--- config.mk ---
export PLATFORM = sky130hd
export DESIGN_NAME = exec_core
export DESIGN_NICKNAME = d
export VERILOG_FILES = /design/src/hw/axil_port.v /design/src/hw/exec_core.v /design/src/hw/shift_unit.v
export VERILOG_INCLUDE_DIRS = /design/src /design/src/inc
export SDC_FILE = /design/constraint.sdc
export NUM_CORES = 2
export LEC_CHECK = 0
export BUFFER_PORTS_ARGS = -buffer_cell sky130_fd_sc_hd__buf_2
export CORE_AREA = 2 2 413 415
export DETAILED_ROUTE_END_ITERATION = 12
export DIE_AREA = 0 0 415 417
export PLACE_DENSITY_LB_ADDON = 0.1
export SYNTH_ARGS = -nofsm -noshare
export SYNTH_HDL_FRONTEND = slang
export SYNTH_SLANG_ARGS = --single-unit
export TNS_END_PERCENT = 20
--- constraint.sdc ---
create_clock -name i_core_clk -period 3.28 [get_ports i_core_clk]
set_input_delay 0.492 -clock i_core_clk [delete_from_list [all_inputs] [get_ports i_core_clk]]
set_output_delay 0.492 -clock i_core_clk [all_outputs]
set_load 0.03 [all_outputs]
--- src/inc/core_ops_map.vh ---
`ifndef CORE_OPS_MAP_VH
`define CORE_OPS_MAP_VH
// register byte offsets
`define OFS_INSTR      12'h000
`define OFS_STATUS     12'h004
`define OFS_PC         12'h008
`define OFS_FLAGS      12'h00C
`define RGN_GPR        5'h01
`define RGN_IO         5'h02
`define RGN_DMEM       4'h2
// instruction word fields
`define F_OP           31:26
`define F_RD           25:21
`define F_RR           20:16
`define F_BIT          2:0
`define F_IO           7:3
`define F_IMM          15:0
// opcodes
`define OP_BR_OVF_CLR  6'h01
`define OP_BR_INT_ON   6'h02
`define OP_BR_INT_OFF  6'h03
`define OP_IO_SET      6'h04
`define OP_IO_CLR      6'h05
`define OP_SHL         6'h08
`define OP_SHR         6'h09
`define OP_ROT_L_C     6'h0A
`define OP_ROT_R_C     6'h0B
`define OP_SHR_S       6'h0C
`define OP_SWAP        6'h0D
`define OP_FLAG_SET    6'h10
`define OP_FLAG_CLR    6'h11
`define OP_BIT_TO_T    6'h12
`define OP_T_TO_BIT    6'h13
`define OP_COPY        6'h18
`define OP_COPY_PAIR   6'h19
`define OP_LOAD_CONST  6'h1A
`define OP_LOAD_X      6'h20
`define OP_LOAD_Y_DISP 6'h27
// shifter selects (low bits of the shift opcodes)
`define SH_LEFT        3'h0
`define SH_RIGHT       3'h1
`define SH_ROT_L       3'h2
`define SH_ROT_R       3'h3
`define SH_RIGHT_S     3'h4
// status flag positions
`define FL_C           0
`define FL_Z           1
`define FL_N           2
`define FL_V           3
`define FL_S           4
`define FL_H           5
`define FL_T           6
`define FL_I           7
`define FLAGS_RST      8'h00
`define PC_RST         16'h0000
`define CYC_SHORT      2'h1
`define CYC_LONG       2'h2
`define PTR_X_LO       5'h1A
`define PTR_Y_LO       5'h1C
// bus responses
`define RESP_OKAY      2'h0
`define RESP_SLVERR    2'h2
`define RESP_DECERR    2'h3
`endif
--- src/hw/axil_port.v ---
`include "core_ops_map.vh"

module axil_port #(
	parameter AW = 12
) (
	input  wire          i_core_clk,
	input  wire          i_resetn,
	input  wire [AW-1:0] i_awaddr,
	input  wire          i_awvalid,
	output reg           o_awready,
	input  wire [31:0]   i_wdata,
	input  wire [3:0]    i_wstrb,
	input  wire          i_wvalid,
	output reg           o_wready,
	output reg  [1:0]    o_bresp,
	output reg           o_bvalid,
	input  wire          i_bready,
	input  wire [AW-1:0] i_araddr,
	input  wire          i_arvalid,
	output reg           o_arready,
	output reg  [31:0]   o_rdata,
	output reg  [1:0]    o_rresp,
	output reg           o_rvalid,
	input  wire          i_rready,
	output wire          o_wr_en,
	output reg  [AW-1:0] o_wr_addr,
	output reg  [31:0]   o_wr_data,
	output reg  [3:0]    o_wr_strb,
	input  wire [1:0]    i_wr_resp,
	output reg  [AW-1:0] o_rd_addr,
	input  wire [31:0]   i_rd_data,
	input  wire [1:0]    i_rd_resp
);
	reg aw_ok_r;
	reg w_ok_r;
	reg rd_pend_r;

	// one pulse once both halves of a write are held
	assign o_wr_en = aw_ok_r & w_ok_r & ~o_bvalid;

	// address and data are latched independently, any order
	always @(posedge i_core_clk) begin
		if (!i_resetn) begin
			aw_ok_r   <= 1'b0;
			w_ok_r    <= 1'b0;
			rd_pend_r <= 1'b0;
			o_awready <= 1'b0;
			o_wready  <= 1'b0;
			o_arready <= 1'b0;
			o_bvalid  <= 1'b0;
			o_bresp   <= `RESP_OKAY;
			o_rvalid  <= 1'b0;
			o_rresp   <= `RESP_OKAY;
			o_rdata   <= 32'h00000000;
			o_wr_addr <= {AW{1'b0}};
			o_wr_data <= 32'h00000000;
			o_wr_strb <= 4'h0;
			o_rd_addr <= {AW{1'b0}};
		end else begin
			o_awready <= ~(aw_ok_r | (i_awvalid & o_awready));
			o_wready  <= ~(w_ok_r | (i_wvalid & o_wready));
			o_arready <= ~(rd_pend_r | o_rvalid | (i_arvalid & o_arready));
			if (i_awvalid && o_awready) begin
				aw_ok_r   <= 1'b1;
				o_wr_addr <= i_awaddr;
			end
			if (i_wvalid && o_wready) begin
				w_ok_r    <= 1'b1;
				o_wr_data <= i_wdata;
				o_wr_strb <= i_wstrb;
			end
			if (o_wr_en) begin
				o_bvalid <= 1'b1;
				o_bresp  <= i_wr_resp;
			end
			if (o_bvalid && i_bready) begin
				o_bvalid <= 1'b0;
				aw_ok_r  <= 1'b0;
				w_ok_r   <= 1'b0;
			end
			if (i_arvalid && o_arready) begin
				o_rd_addr <= i_araddr;
				rd_pend_r <= 1'b1;
			end
			if (rd_pend_r) begin
				o_rdata   <= i_rd_data;
				o_rresp   <= i_rd_resp;
				o_rvalid  <= 1'b1;
				rd_pend_r <= 1'b0;
			end
			if (o_rvalid && i_rready)
				o_rvalid <= 1'b0;
		end
	end
endmodule

--- src/hw/exec_core.v ---
// The AXI4-Lite interface to the registers and the register addresses were left to the implementer.
`include "core_ops_map.vh"

module exec_core #(
	parameter DMEM_AW = 6
) (
	input  wire        i_core_clk,
	input  wire        i_resetn,
	input  wire [11:0] i_awaddr,
	input  wire        i_awvalid,
	output wire        o_awready,
	input  wire [31:0] i_wdata,
	input  wire [3:0]  i_wstrb,
	input  wire        i_wvalid,
	output wire        o_wready,
	output wire [1:0]  o_bresp,
	output wire        o_bvalid,
	input  wire        i_bready,
	input  wire [11:0] i_araddr,
	input  wire        i_arvalid,
	output wire        o_arready,
	output wire [31:0] o_rdata,
	output wire [1:0]  o_rresp,
	output wire        o_rvalid,
	input  wire        i_rready
);
	localparam S_IDLE = 2'h0;
	localparam S_EXEC = 2'h1;
	localparam S_FIN  = 2'h2;
	localparam DEPTH  = 1 << DMEM_AW;

	// architectural state
	reg  [7:0]  gpr_r [0:31];
	reg  [7:0]  io_r [0:31];
	reg  [7:0]  dmem_r [0:DEPTH-1];
	reg  [7:0]  flags_r;
	reg  [15:0] pc_r;
	reg  [1:0]  state_r;
	reg  [31:0] instr_r;
	reg  [15:0] addr_r;
	reg         taken_r;
	reg  [1:0]  cycles_r;
	integer     i;

	// bus side
	wire        wr_en;
	wire [11:0] wr_addr;
	wire [31:0] wr_data;
	wire [3:0]  wr_strb;
	reg  [1:0]  wr_resp;
	wire [11:0] rd_addr;
	reg  [31:0] rd_data;
	reg  [1:0]  rd_resp;

	// decoded instruction fields
	wire [5:0]  op      = instr_r[`F_OP];
	wire [4:0]  rd      = instr_r[`F_RD];
	wire [4:0]  rr      = instr_r[`F_RR];
	wire [2:0]  bsel    = instr_r[`F_BIT];
	wire [4:0]  io_idx  = instr_r[`F_IO];
	wire [15:0] imm     = instr_r[`F_IMM];
	wire [7:0]  rd_val  = gpr_r[rd];
	wire [7:0]  rr_val  = gpr_r[rr];
	wire [4:0]  rd_even = {rd[4:1], 1'b0};
	wire [4:0]  rd_odd  = {rd[4:1], 1'b1};
	wire [4:0]  rr_even = {rr[4:1], 1'b0};
	wire [4:0]  rr_odd  = {rr[4:1], 1'b1};
	wire        busy    = (state_r != S_IDLE);

	wire [7:0]  sh_res;
	wire        sh_c;
	wire        sh_z;
	wire        sh_n;
	wire        sh_v;

	// loads occupy opcodes 0x20..0x27; 0x23 has no addressing form
	// and runs as an unknown opcode: one cycle, pc only
	function is_load;
		input [5:0] f_op;
		begin
			is_load = (f_op[5:3] == 3'h4) &&
				(f_op[2:0] != 3'h3);
		end
	endfunction

	// low two opcode bits pick the addressing form
	function [1:0] load_form;
		input [5:0] f_op;
		begin
			load_form = f_op[1:0];
		end
	endfunction

	// every mapped address is word aligned in a known region
	function mapped;
		input [11:0] a;
		begin
			mapped = (a[1:0] == 2'h0) &&
				((a[11:7] == `RGN_GPR) || (a[11:7] == `RGN_IO) ||
				(a[11:8] == `RGN_DMEM) || (a == `OFS_INSTR) ||
				(a == `OFS_STATUS) || (a == `OFS_PC) ||
				(a == `OFS_FLAGS));
		end
	endfunction

	// pointer selection and effective address
	wire        use_y    = op[2] | (op == `OP_LOAD_Y_DISP);
	wire [4:0]  ptr_lo   = use_y ? `PTR_Y_LO : `PTR_X_LO;
	wire [15:0] ptr_base = {gpr_r[ptr_lo + 5'h01], gpr_r[ptr_lo]};
	wire        predec   = (load_form(op) == 2'h2);
	wire        postinc  = (load_form(op) == 2'h1);
	wire        displ    = (op == `OP_LOAD_Y_DISP);
	wire [15:0] ptr_dec  = ptr_base - 16'h0001;
	wire [15:0] ptr_inc  = ptr_base + 16'h0001;
	wire [15:0] eff_addr = predec ? ptr_dec :
		displ ? ptr_base + {10'h000, imm[5:0]} : ptr_base;

	// branch condition from V or I
	wire br_take = (op == `OP_BR_OVF_CLR) ? ~flags_r[`FL_V] :
		(op == `OP_BR_INT_ON) ? flags_r[`FL_I] :
		~flags_r[`FL_I];

	axil_port #(
		.AW(12)
	) u_bus (
		.i_core_clk (i_core_clk),
		.i_resetn   (i_resetn),
		.i_awaddr   (i_awaddr),
		.i_awvalid  (i_awvalid),
		.o_awready  (o_awready),
		.i_wdata    (i_wdata),
		.i_wstrb    (i_wstrb),
		.i_wvalid   (i_wvalid),
		.o_wready   (o_wready),
		.o_bresp    (o_bresp),
		.o_bvalid   (o_bvalid),
		.i_bready   (i_bready),
		.i_araddr   (i_araddr),
		.i_arvalid  (i_arvalid),
		.o_arready  (o_arready),
		.o_rdata    (o_rdata),
		.o_rresp    (o_rresp),
		.o_rvalid   (o_rvalid),
		.i_rready   (i_rready),
		.o_wr_en    (wr_en),
		.o_wr_addr  (wr_addr),
		.o_wr_data  (wr_data),
		.o_wr_strb  (wr_strb),
		.i_wr_resp  (wr_resp),
		.o_rd_addr  (rd_addr),
		.i_rd_data  (rd_data),
		.i_rd_resp  (rd_resp)
	);

	shift_unit u_shift (
		.i_sel   (op[2:0]),
		.i_val   (rd_val),
		.i_carry (flags_r[`FL_C]),
		.o_res   (sh_res),
		.o_c     (sh_c),
		.o_z     (sh_z),
		.o_n     (sh_n),
		.o_v     (sh_v)
	);

	// write answer: state is frozen while an instruction runs
	always @* begin
		wr_resp = `RESP_OKAY;
		if (!mapped(wr_addr))
			wr_resp = `RESP_DECERR;
		else if (busy)
			wr_resp = `RESP_SLVERR;
		else if (wr_addr == `OFS_INSTR && wr_strb != 4'hF)
			wr_resp = `RESP_SLVERR;
	end

	// read mux; reads are harmless at any time
	// a refused read answers zero, unaligned ones included
	always @* begin
		rd_data = 32'h00000000;
		rd_resp = mapped(rd_addr) ? `RESP_OKAY : `RESP_DECERR;
		if (!mapped(rd_addr))
			rd_data = 32'h00000000;
		else if (rd_addr[11:7] == `RGN_GPR)
			rd_data = {24'h000000, gpr_r[rd_addr[6:2]]};
		else if (rd_addr[11:7] == `RGN_IO)
			rd_data = {24'h000000, io_r[rd_addr[6:2]]};
		else if (rd_addr[11:8] == `RGN_DMEM)
			rd_data = {24'h000000, dmem_r[rd_addr[DMEM_AW+1:2]]};
		else begin
			case (rd_addr)
			`OFS_INSTR:  rd_data = instr_r;
			`OFS_STATUS: rd_data = {15'h0000, taken_r, 6'h00,
				cycles_r, 7'h00, busy};
			`OFS_PC:     rd_data = {16'h0000, pc_r};
			`OFS_FLAGS:  rd_data = {24'h000000, flags_r};
			default:     rd_data = 32'h00000000;
			endcase
		end
	end

	// execution sequencer and register writes
	always @(posedge i_core_clk) begin
		if (!i_resetn) begin
			for (i = 0; i < 32; i = i + 1) begin
				gpr_r[i] <= 8'h00;
				io_r[i]  <= 8'h00;
			end
			flags_r  <= `FLAGS_RST;
			pc_r     <= `PC_RST;
			state_r  <= S_IDLE;
			instr_r  <= 32'h00000000;
			addr_r   <= 16'h0000;
			taken_r  <= 1'b0;
			cycles_r <= 2'h0;
		end else begin
			case (state_r)
			S_IDLE: ;
			S_EXEC: begin
				state_r <= S_IDLE;
				pc_r    <= pc_r + 16'h0001;
				case (op)
				`OP_BR_OVF_CLR, `OP_BR_INT_ON, `OP_BR_INT_OFF: begin
					// not taken: pc+1 from above, one cycle
					if (br_take) begin
						pc_r     <= pc_r + imm + 16'h0001;
						taken_r  <= 1'b1;
						state_r  <= S_FIN;
						cycles_r <= `CYC_LONG;
					end
				end
				`OP_IO_SET, `OP_IO_CLR: begin
					state_r  <= S_FIN;
					cycles_r <= `CYC_LONG;
				end
				`OP_SHL, `OP_SHR, `OP_ROT_L_C, `OP_ROT_R_C, `OP_SHR_S: begin
					// V leaves as N xor C for every shift kind
					gpr_r[rd]      <= sh_res;
					flags_r[`FL_C] <= sh_c;
					flags_r[`FL_Z] <= sh_z;
					flags_r[`FL_N] <= sh_n;
					flags_r[`FL_V] <= sh_v;
				end
				`OP_SWAP:
					gpr_r[rd] <= {rd_val[3:0], rd_val[7:4]};
				`OP_FLAG_SET:
					flags_r[bsel] <= 1'b1;
				`OP_FLAG_CLR:
					flags_r[bsel] <= 1'b0;
				`OP_BIT_TO_T:
					flags_r[`FL_T] <= rr_val[bsel];
				`OP_T_TO_BIT:
					gpr_r[rd][bsel] <= flags_r[`FL_T];
				`OP_COPY:
					gpr_r[rd] <= rr_val;
				`OP_COPY_PAIR: begin
					gpr_r[rd_even] <= gpr_r[rr_even];
					gpr_r[rd_odd]  <= gpr_r[rr_odd];
				end
				`OP_LOAD_CONST:
					gpr_r[rd] <= imm[7:0];
				default: begin
					if (is_load(op)) begin
						// address fixed now, memory read next cycle
						addr_r   <= eff_addr;
						state_r  <= S_FIN;
						cycles_r <= `CYC_LONG;
						if (predec) begin
							gpr_r[ptr_lo]         <= ptr_dec[7:0];
							gpr_r[ptr_lo + 5'h01] <= ptr_dec[15:8];
						end
					end
				end
				endcase
			end
			S_FIN: begin
				// a taken branch only waits here, pc is already set
				state_r <= S_IDLE;
				if (op == `OP_IO_SET)
					io_r[io_idx][bsel] <= 1'b1;
				if (op == `OP_IO_CLR)
					io_r[io_idx][bsel] <= 1'b0;
				if (is_load(op)) begin
					// high pointer bits alias onto the small memory
					gpr_r[rd] <= dmem_r[addr_r[DMEM_AW-1:0]];
					if (postinc) begin
						// pointer update wins over a load into itself
						gpr_r[ptr_lo]         <= ptr_inc[7:0];
						gpr_r[ptr_lo + 5'h01] <= ptr_inc[15:8];
					end
				end
			end
			// an unused state code falls back to idle
			default:
				state_r <= S_IDLE;
			endcase
			// software access only lands while idle
			if (wr_en && wr_resp == `RESP_OKAY) begin
				if (wr_addr[11:7] == `RGN_GPR) begin
					if (wr_strb[0])
						gpr_r[wr_addr[6:2]] <= wr_data[7:0];
				end else if (wr_addr[11:7] == `RGN_IO) begin
					if (wr_strb[0])
						io_r[wr_addr[6:2]] <= wr_data[7:0];
				end else if (wr_addr[11:8] == `RGN_DMEM) begin
					if (wr_strb[0])
						dmem_r[wr_addr[DMEM_AW+1:2]] <= wr_data[7:0];
				end else if (wr_addr == `OFS_INSTR) begin
					instr_r  <= wr_data;
					state_r  <= S_EXEC;
					taken_r  <= 1'b0;
					cycles_r <= `CYC_SHORT;
				end else if (wr_addr == `OFS_PC) begin
					// only byte lanes 0 and 1 exist in pc
					if (wr_strb[0])
						pc_r[7:0] <= wr_data[7:0];
					if (wr_strb[1])
						pc_r[15:8] <= wr_data[15:8];
				end else if (wr_addr == `OFS_FLAGS) begin
					if (wr_strb[0])
						flags_r <= wr_data[7:0];
				end
			end
		end
	end
endmodule

--- src/hw/shift_unit.v ---
`include "core_ops_map.vh"

module shift_unit (
	input  wire [2:0] i_sel,
	input  wire [7:0] i_val,
	input  wire       i_carry,
	output reg  [7:0] o_res,
	output reg        o_c,
	output wire       o_z,
	output wire       o_n,
	output wire       o_v
);
	// result and carry out per shift kind
	always @* begin
		o_res = {i_val[6:0], 1'b0};
		o_c   = i_val[7];
		case (i_sel)
		`SH_RIGHT: begin
			o_res = {1'b0, i_val[7:1]};
			o_c   = i_val[0];
		end
		`SH_ROT_L: begin
			o_res = {i_val[6:0], i_carry};
			o_c   = i_val[7];
		end
		`SH_ROT_R: begin
			o_res = {i_carry, i_val[7:1]};
			o_c   = i_val[0];
		end
		`SH_RIGHT_S: begin
			o_res = {i_val[7], i_val[7:1]};
			o_c   = i_val[0];
		end
		default: ;
		endcase
	end

	// overflow of a shift is sign xor carry out
	assign o_z = (o_res == 8'h00);
	assign o_n = o_res[7];
	assign o_v = o_res[7] ^ o_c;
endmodule

==> metrics.md <==
| Metric | Value |
|---|---|
| Outcome | `finished, violations left` |
| Failing checks | `negative setup slack` |
| Number of synthesized flops with an enable pin | `1024` |
| Routability cong. | `0.928` |
| Worst Path Max Fanout | `9` |
| Buf+Inv Stages, Crit Path | `6` |
| Critical Path RT | `3810 ps` |
| Vias per cell | `6.28` |
| Worst Skew | `42.7 ps` |
| Cell Pwr Density | `430 nW/um^2` |
| Clk Tree Root Cell | `clkbuf_16` |
| Element type at the critical path end | `flip-flop` |
| DRT Pass-1 Iters | `6` |
| Area of the core | `169000 um^2` |
| Number of DRC markers in iteration 0 | `5289` |
| Worst-Skew Late Latency | `820 ps` |
| Vias | `50785` |
| Count of cell types in the netlist | `91` |
| Post-synth top area cell | `edfxtp_1` |
| Synth Flop Type | `edfxtp_1` |
| Rel. slew slack | `25.6%` |
| Placed insts | `7687` |
| Die ar. | `173000 um^2` |
| Area grow syn2layout | `22.1%` |
| Syn_nets | `5368` |
| PortBufs | `107` |
| Peak supply drop | `0.451 mV` |
| Max clock buf depth | `3` |
| Mapped cell area | `67200 um^2` |
| CTS tree | `yes` |
| Global-route wire length before repair | `354 mm` |
| H-tree depth | `4` |
| Final WS setup | `-267 ps` |
| Cells along the critical path | `buf_12 -> buf_12 -> buf_16 -> buf_4 -> mux4_2 -> mux4_2 -> mux4_2 -> o22ai_2 -> a311o_2 -> buf_12 -> clkbuf_16 -> o22ai_1` |
| Fraction of registers with async set or reset after synthesis | `0%` |
| Final instance area | `82100 um^2` |
| CP delay by family, top | `multiplexers` |
| Cell area after placement | `74800 um^2` |
| Detailed Place HPWL | `175 mm` |
| Setup Crit Path Kind | `reg -> reg` |
| RSZ-0062 raised after global routing | `yes` |
| Crit path DAT | `4080 ps` |
| Syn Inst Count | `5276` |
| Layout Nets | `5837` |
| I/O pin count | `108` |
| Clock buffer count from CTS | `142` |
| Global route overflow | `0` |
| CP startpoint kind | `flip-flop` |
| Number of cell rows | `151` |
| Number of global-route vias before repair | `49978` |
| All-Layer GR Usage | `27.9%` |
| Post-synth top area share | `45.7%` |
| Hold depth | `3` |
| Min-delay worst type | `in -> reg` |
| P_leak | `26.0 nW` |
| Pins Over Slew Limit | `0` |
| Worst-path clk slew | `60 ps` |
| Initial core utilization | `39.9%` |
| Layout cell share with drive strength beyond 1 | `33.4%` |
| Post-synthesis sequential area ratio | `51.5%` |
| Maximum clock frequency | `0.282 GHz` |
| Max cap viols | `0` |
| CP max stage cell | `mux4_2` |
| Die span in y | `417 um` |
| Initial antenna violation count | `2` |
| Pin count of the biggest net entering global routing | `106` |
| CP peak stage delay | `560 ps` |
| Final setup fails | `252` |
| Fin. Hold Viols | `0` |
| R2r worst-path depth | `12` |
| Worst Max-Slew Pin Slew | `1110 ps` |
| DR WL/cell | `30.5 um` |
| Min Tclk post-route | `3550 ps` |
| Seq cells post-synth | `1216` |
| Die W | `415 um` |
| Mean Syn Cell Area | `12.7 um^2` |
| DRC viols | `0` |
| DRT antenna net count | `0` |
| Levels on crit path | `12` |
| Post-Route WL | `246 mm` |
| Layout Utilization | `48.7%` |
| Synth area leaders | `edfxtp_1 (46%), mux4_2 (21%), dfxtp_1 (5.7%), o21ai_0 (4.3%), o22ai_1 (2.3%)` |
| Yosys warnings | `0` |
| Sink Count | `1216` |
| Final cycle utilization of the critical path | `108%` |
| Non-Filler Instances | `8082` |
==> per-layer routing <==
layer	wire [um]	part of all wire [%]	global-route usage, %	vias to the layer above
met5	0	0	0	-
li1	-	-	-	21856
met4	12400	5.0	13.2	0
met2	122000	50	47.3	2318
met3	16600	6.7	3.88	504
met1	95300	39	35.4	26107
==> final timing paths <==
path                                          from                               end  slack, ps
setup reg to reg                         flip-flop            gpr_r[11][7]$_DFFE_PP_       -270
hold reg to reg   u_bus.o_wr_data[17]$_SDFFE_PN0P_  u_bus.o_wr_data[17]$_SDFFE_PN0P_        460
hold / removal                          i_wdata[6]   u_bus.o_wr_data[6]$_SDFFE_PN0P_         50
setup / recovery                         flip-flop            gpr_r[11][7]$_DFFE_PP_       -270
==> worst min-delay path, cell delays in order <==
cell	delay (ps)
buf_2	100
nand2_1	90
a21oi_1	110
==> registers in the layout, summed over array words and instances, names as in the netlist, 2 cells and up, named ones only <==
signal	count
u_bus.o_wr_strb	4
state_r	2
u_bus.o_wr_addr	12
cycles_r	2
dmem_r	512
flags_r	8
addr_r	6
pc_r	16
io_r	256
instr_r	32
u_bus.o_wr_data	32
u_bus.o_rd_addr	12
gpr_r	256
u_bus.o_rdata	32
u_bus.o_bresp	2
==> cells in the mapped netlist, types with 21 or more instances <==
master and number:
a211oi_1 25, a21oi_1 195, a22oi_1 34, a31oi_1 27, and2_1 25, buf_1 38
buf_2 114, buf_4 24, clkbuf_1 388, dfxtp_1 192, edfxtp_1 1024, ha_1 23
inv_1 22, mux2i_1 116, mux4_2 633, nand2_1 392, nand2b_1 26, nand3_1 58
nand4_1 21, nor2_1 393, nor3_1 218, o21ai_0 581, o21ai_1 29, o221ai_1 25
o22ai_1 252, or2_2 48, xnor2_1 22
==> cell families (layout without fill, tap and decap cells) <==
family | Yosys count | after routing | synth area share [%]
buffers and inverters | 612 | 1197 | 4.02
AO/OA/AOI/OAI | 1313 | 1313 | 11.4
flip-flops | 1216 | 1216 | 51.5
AND/OR/NAND/NOR | 1305 | 1305 | 8.87
multiplexers | 769 | 769 | 23.3
adder cells (fa/ha/maj) | 25 | 25 | 0.488
XOR/XNOR | 36 | 36 | 0.469
other | 0 | 3 | 0
==> power breakdown <==
group          switching (mW)  total (mW)  internal, mW
clock                    6.90        15.8          8.87
combinational            1.33        2.34          1.01
sequential              0.232        17.2          17.0
==> what timing repair did <==
action / CTS / global route
endpoints found under the setup margin: 316 / 452
buffers inserted: 19 / 48
gates cloned: 7 / 14
pin swaps: 6 / 35
hold endpoints to repair: 56 / 0
hold buffers: 51 / 0
resized for setup: 66 / 210
==> layout make-up <==
class / instances / area, um^2
Sequential cell: 1216 / 34700
Clock inverter: 68 / 674
Fill cell: 14820 / 86500
Timing Repair Buffer: 910 / 8960
Antenna cell: 3 / 7.51
Multi-Input combinational cell: 3448 / 31000
Inverter: 27 / 106
Tap cell: 2218 / 2780
Clock buffer: 192 / 3880
==> cells in the final DEF, fill, tap and decap left out, types with 19 or more instances in the layout <==
| cell type | synthesis | layout |
|---|---|---|
| buf_6 | 19 | 36 |
| buf_2 | 114 | 106 |
| a21oi_1 | 195 | 186 |
| clkbuf_16 | 0 | 159 |
| xnor2_1 | 22 | 22 |
| a31oi_1 | 27 | 21 |
| a22oi_1 | 34 | 30 |
| buf_12 | 1 | 136 |
| o21ai_0 | 581 | 543 |
| nor2_1 | 393 | 384 |
| mux4_2 | 633 | 633 |
| nand4_1 | 21 | 21 |
| o22ai_2 | 0 | 68 |
| buf_4 | 24 | 554 |
| and2_1 | 25 | 23 |
| inv_1 | 22 | 21 |
| nor2b_1 | 20 | 20 |
| edfxtp_1 | 1024 | 1024 |
| nand2b_1 | 26 | 26 |
| mux2i_1 | 116 | 114 |
| or2_2 | 48 | 47 |
| o221ai_1 | 25 | 21 |
| and3_1 | 20 | 19 |
| o22ai_1 | 252 | 177 |
| clkbuf_1 | 388 | 42 |
| ha_1 | 23 | 23 |
| clkinv_1 | 3 | 27 |
| dlygate4sd3_1 | 0 | 51 |
| o21ai_1 | 29 | 66 |
| nand3_1 | 58 | 57 |
| nand2_1 | 392 | 391 |
| dfxtp_1 | 192 | 168 |
| nor3_1 | 218 | 212 |
| a211oi_1 | 25 | 21 |
==> stage by stage <==
step	TNS [ps]	power, mW	worst slack [ps]	hold WS [ps]
5_1_grt	-47770	36.3	-271	12.2
2_1_floorplan	0	18.7	135	426
6_report	-40320	35.3	-267	47.5
3_3_place_gp	-51370	19.7	-603	437
4_1_cts	-32520	35.5	-223	10.2
3_5_place_dp	-57570	19.7	-560	444
Note: power is estimated with default switching activity, not from simulation.
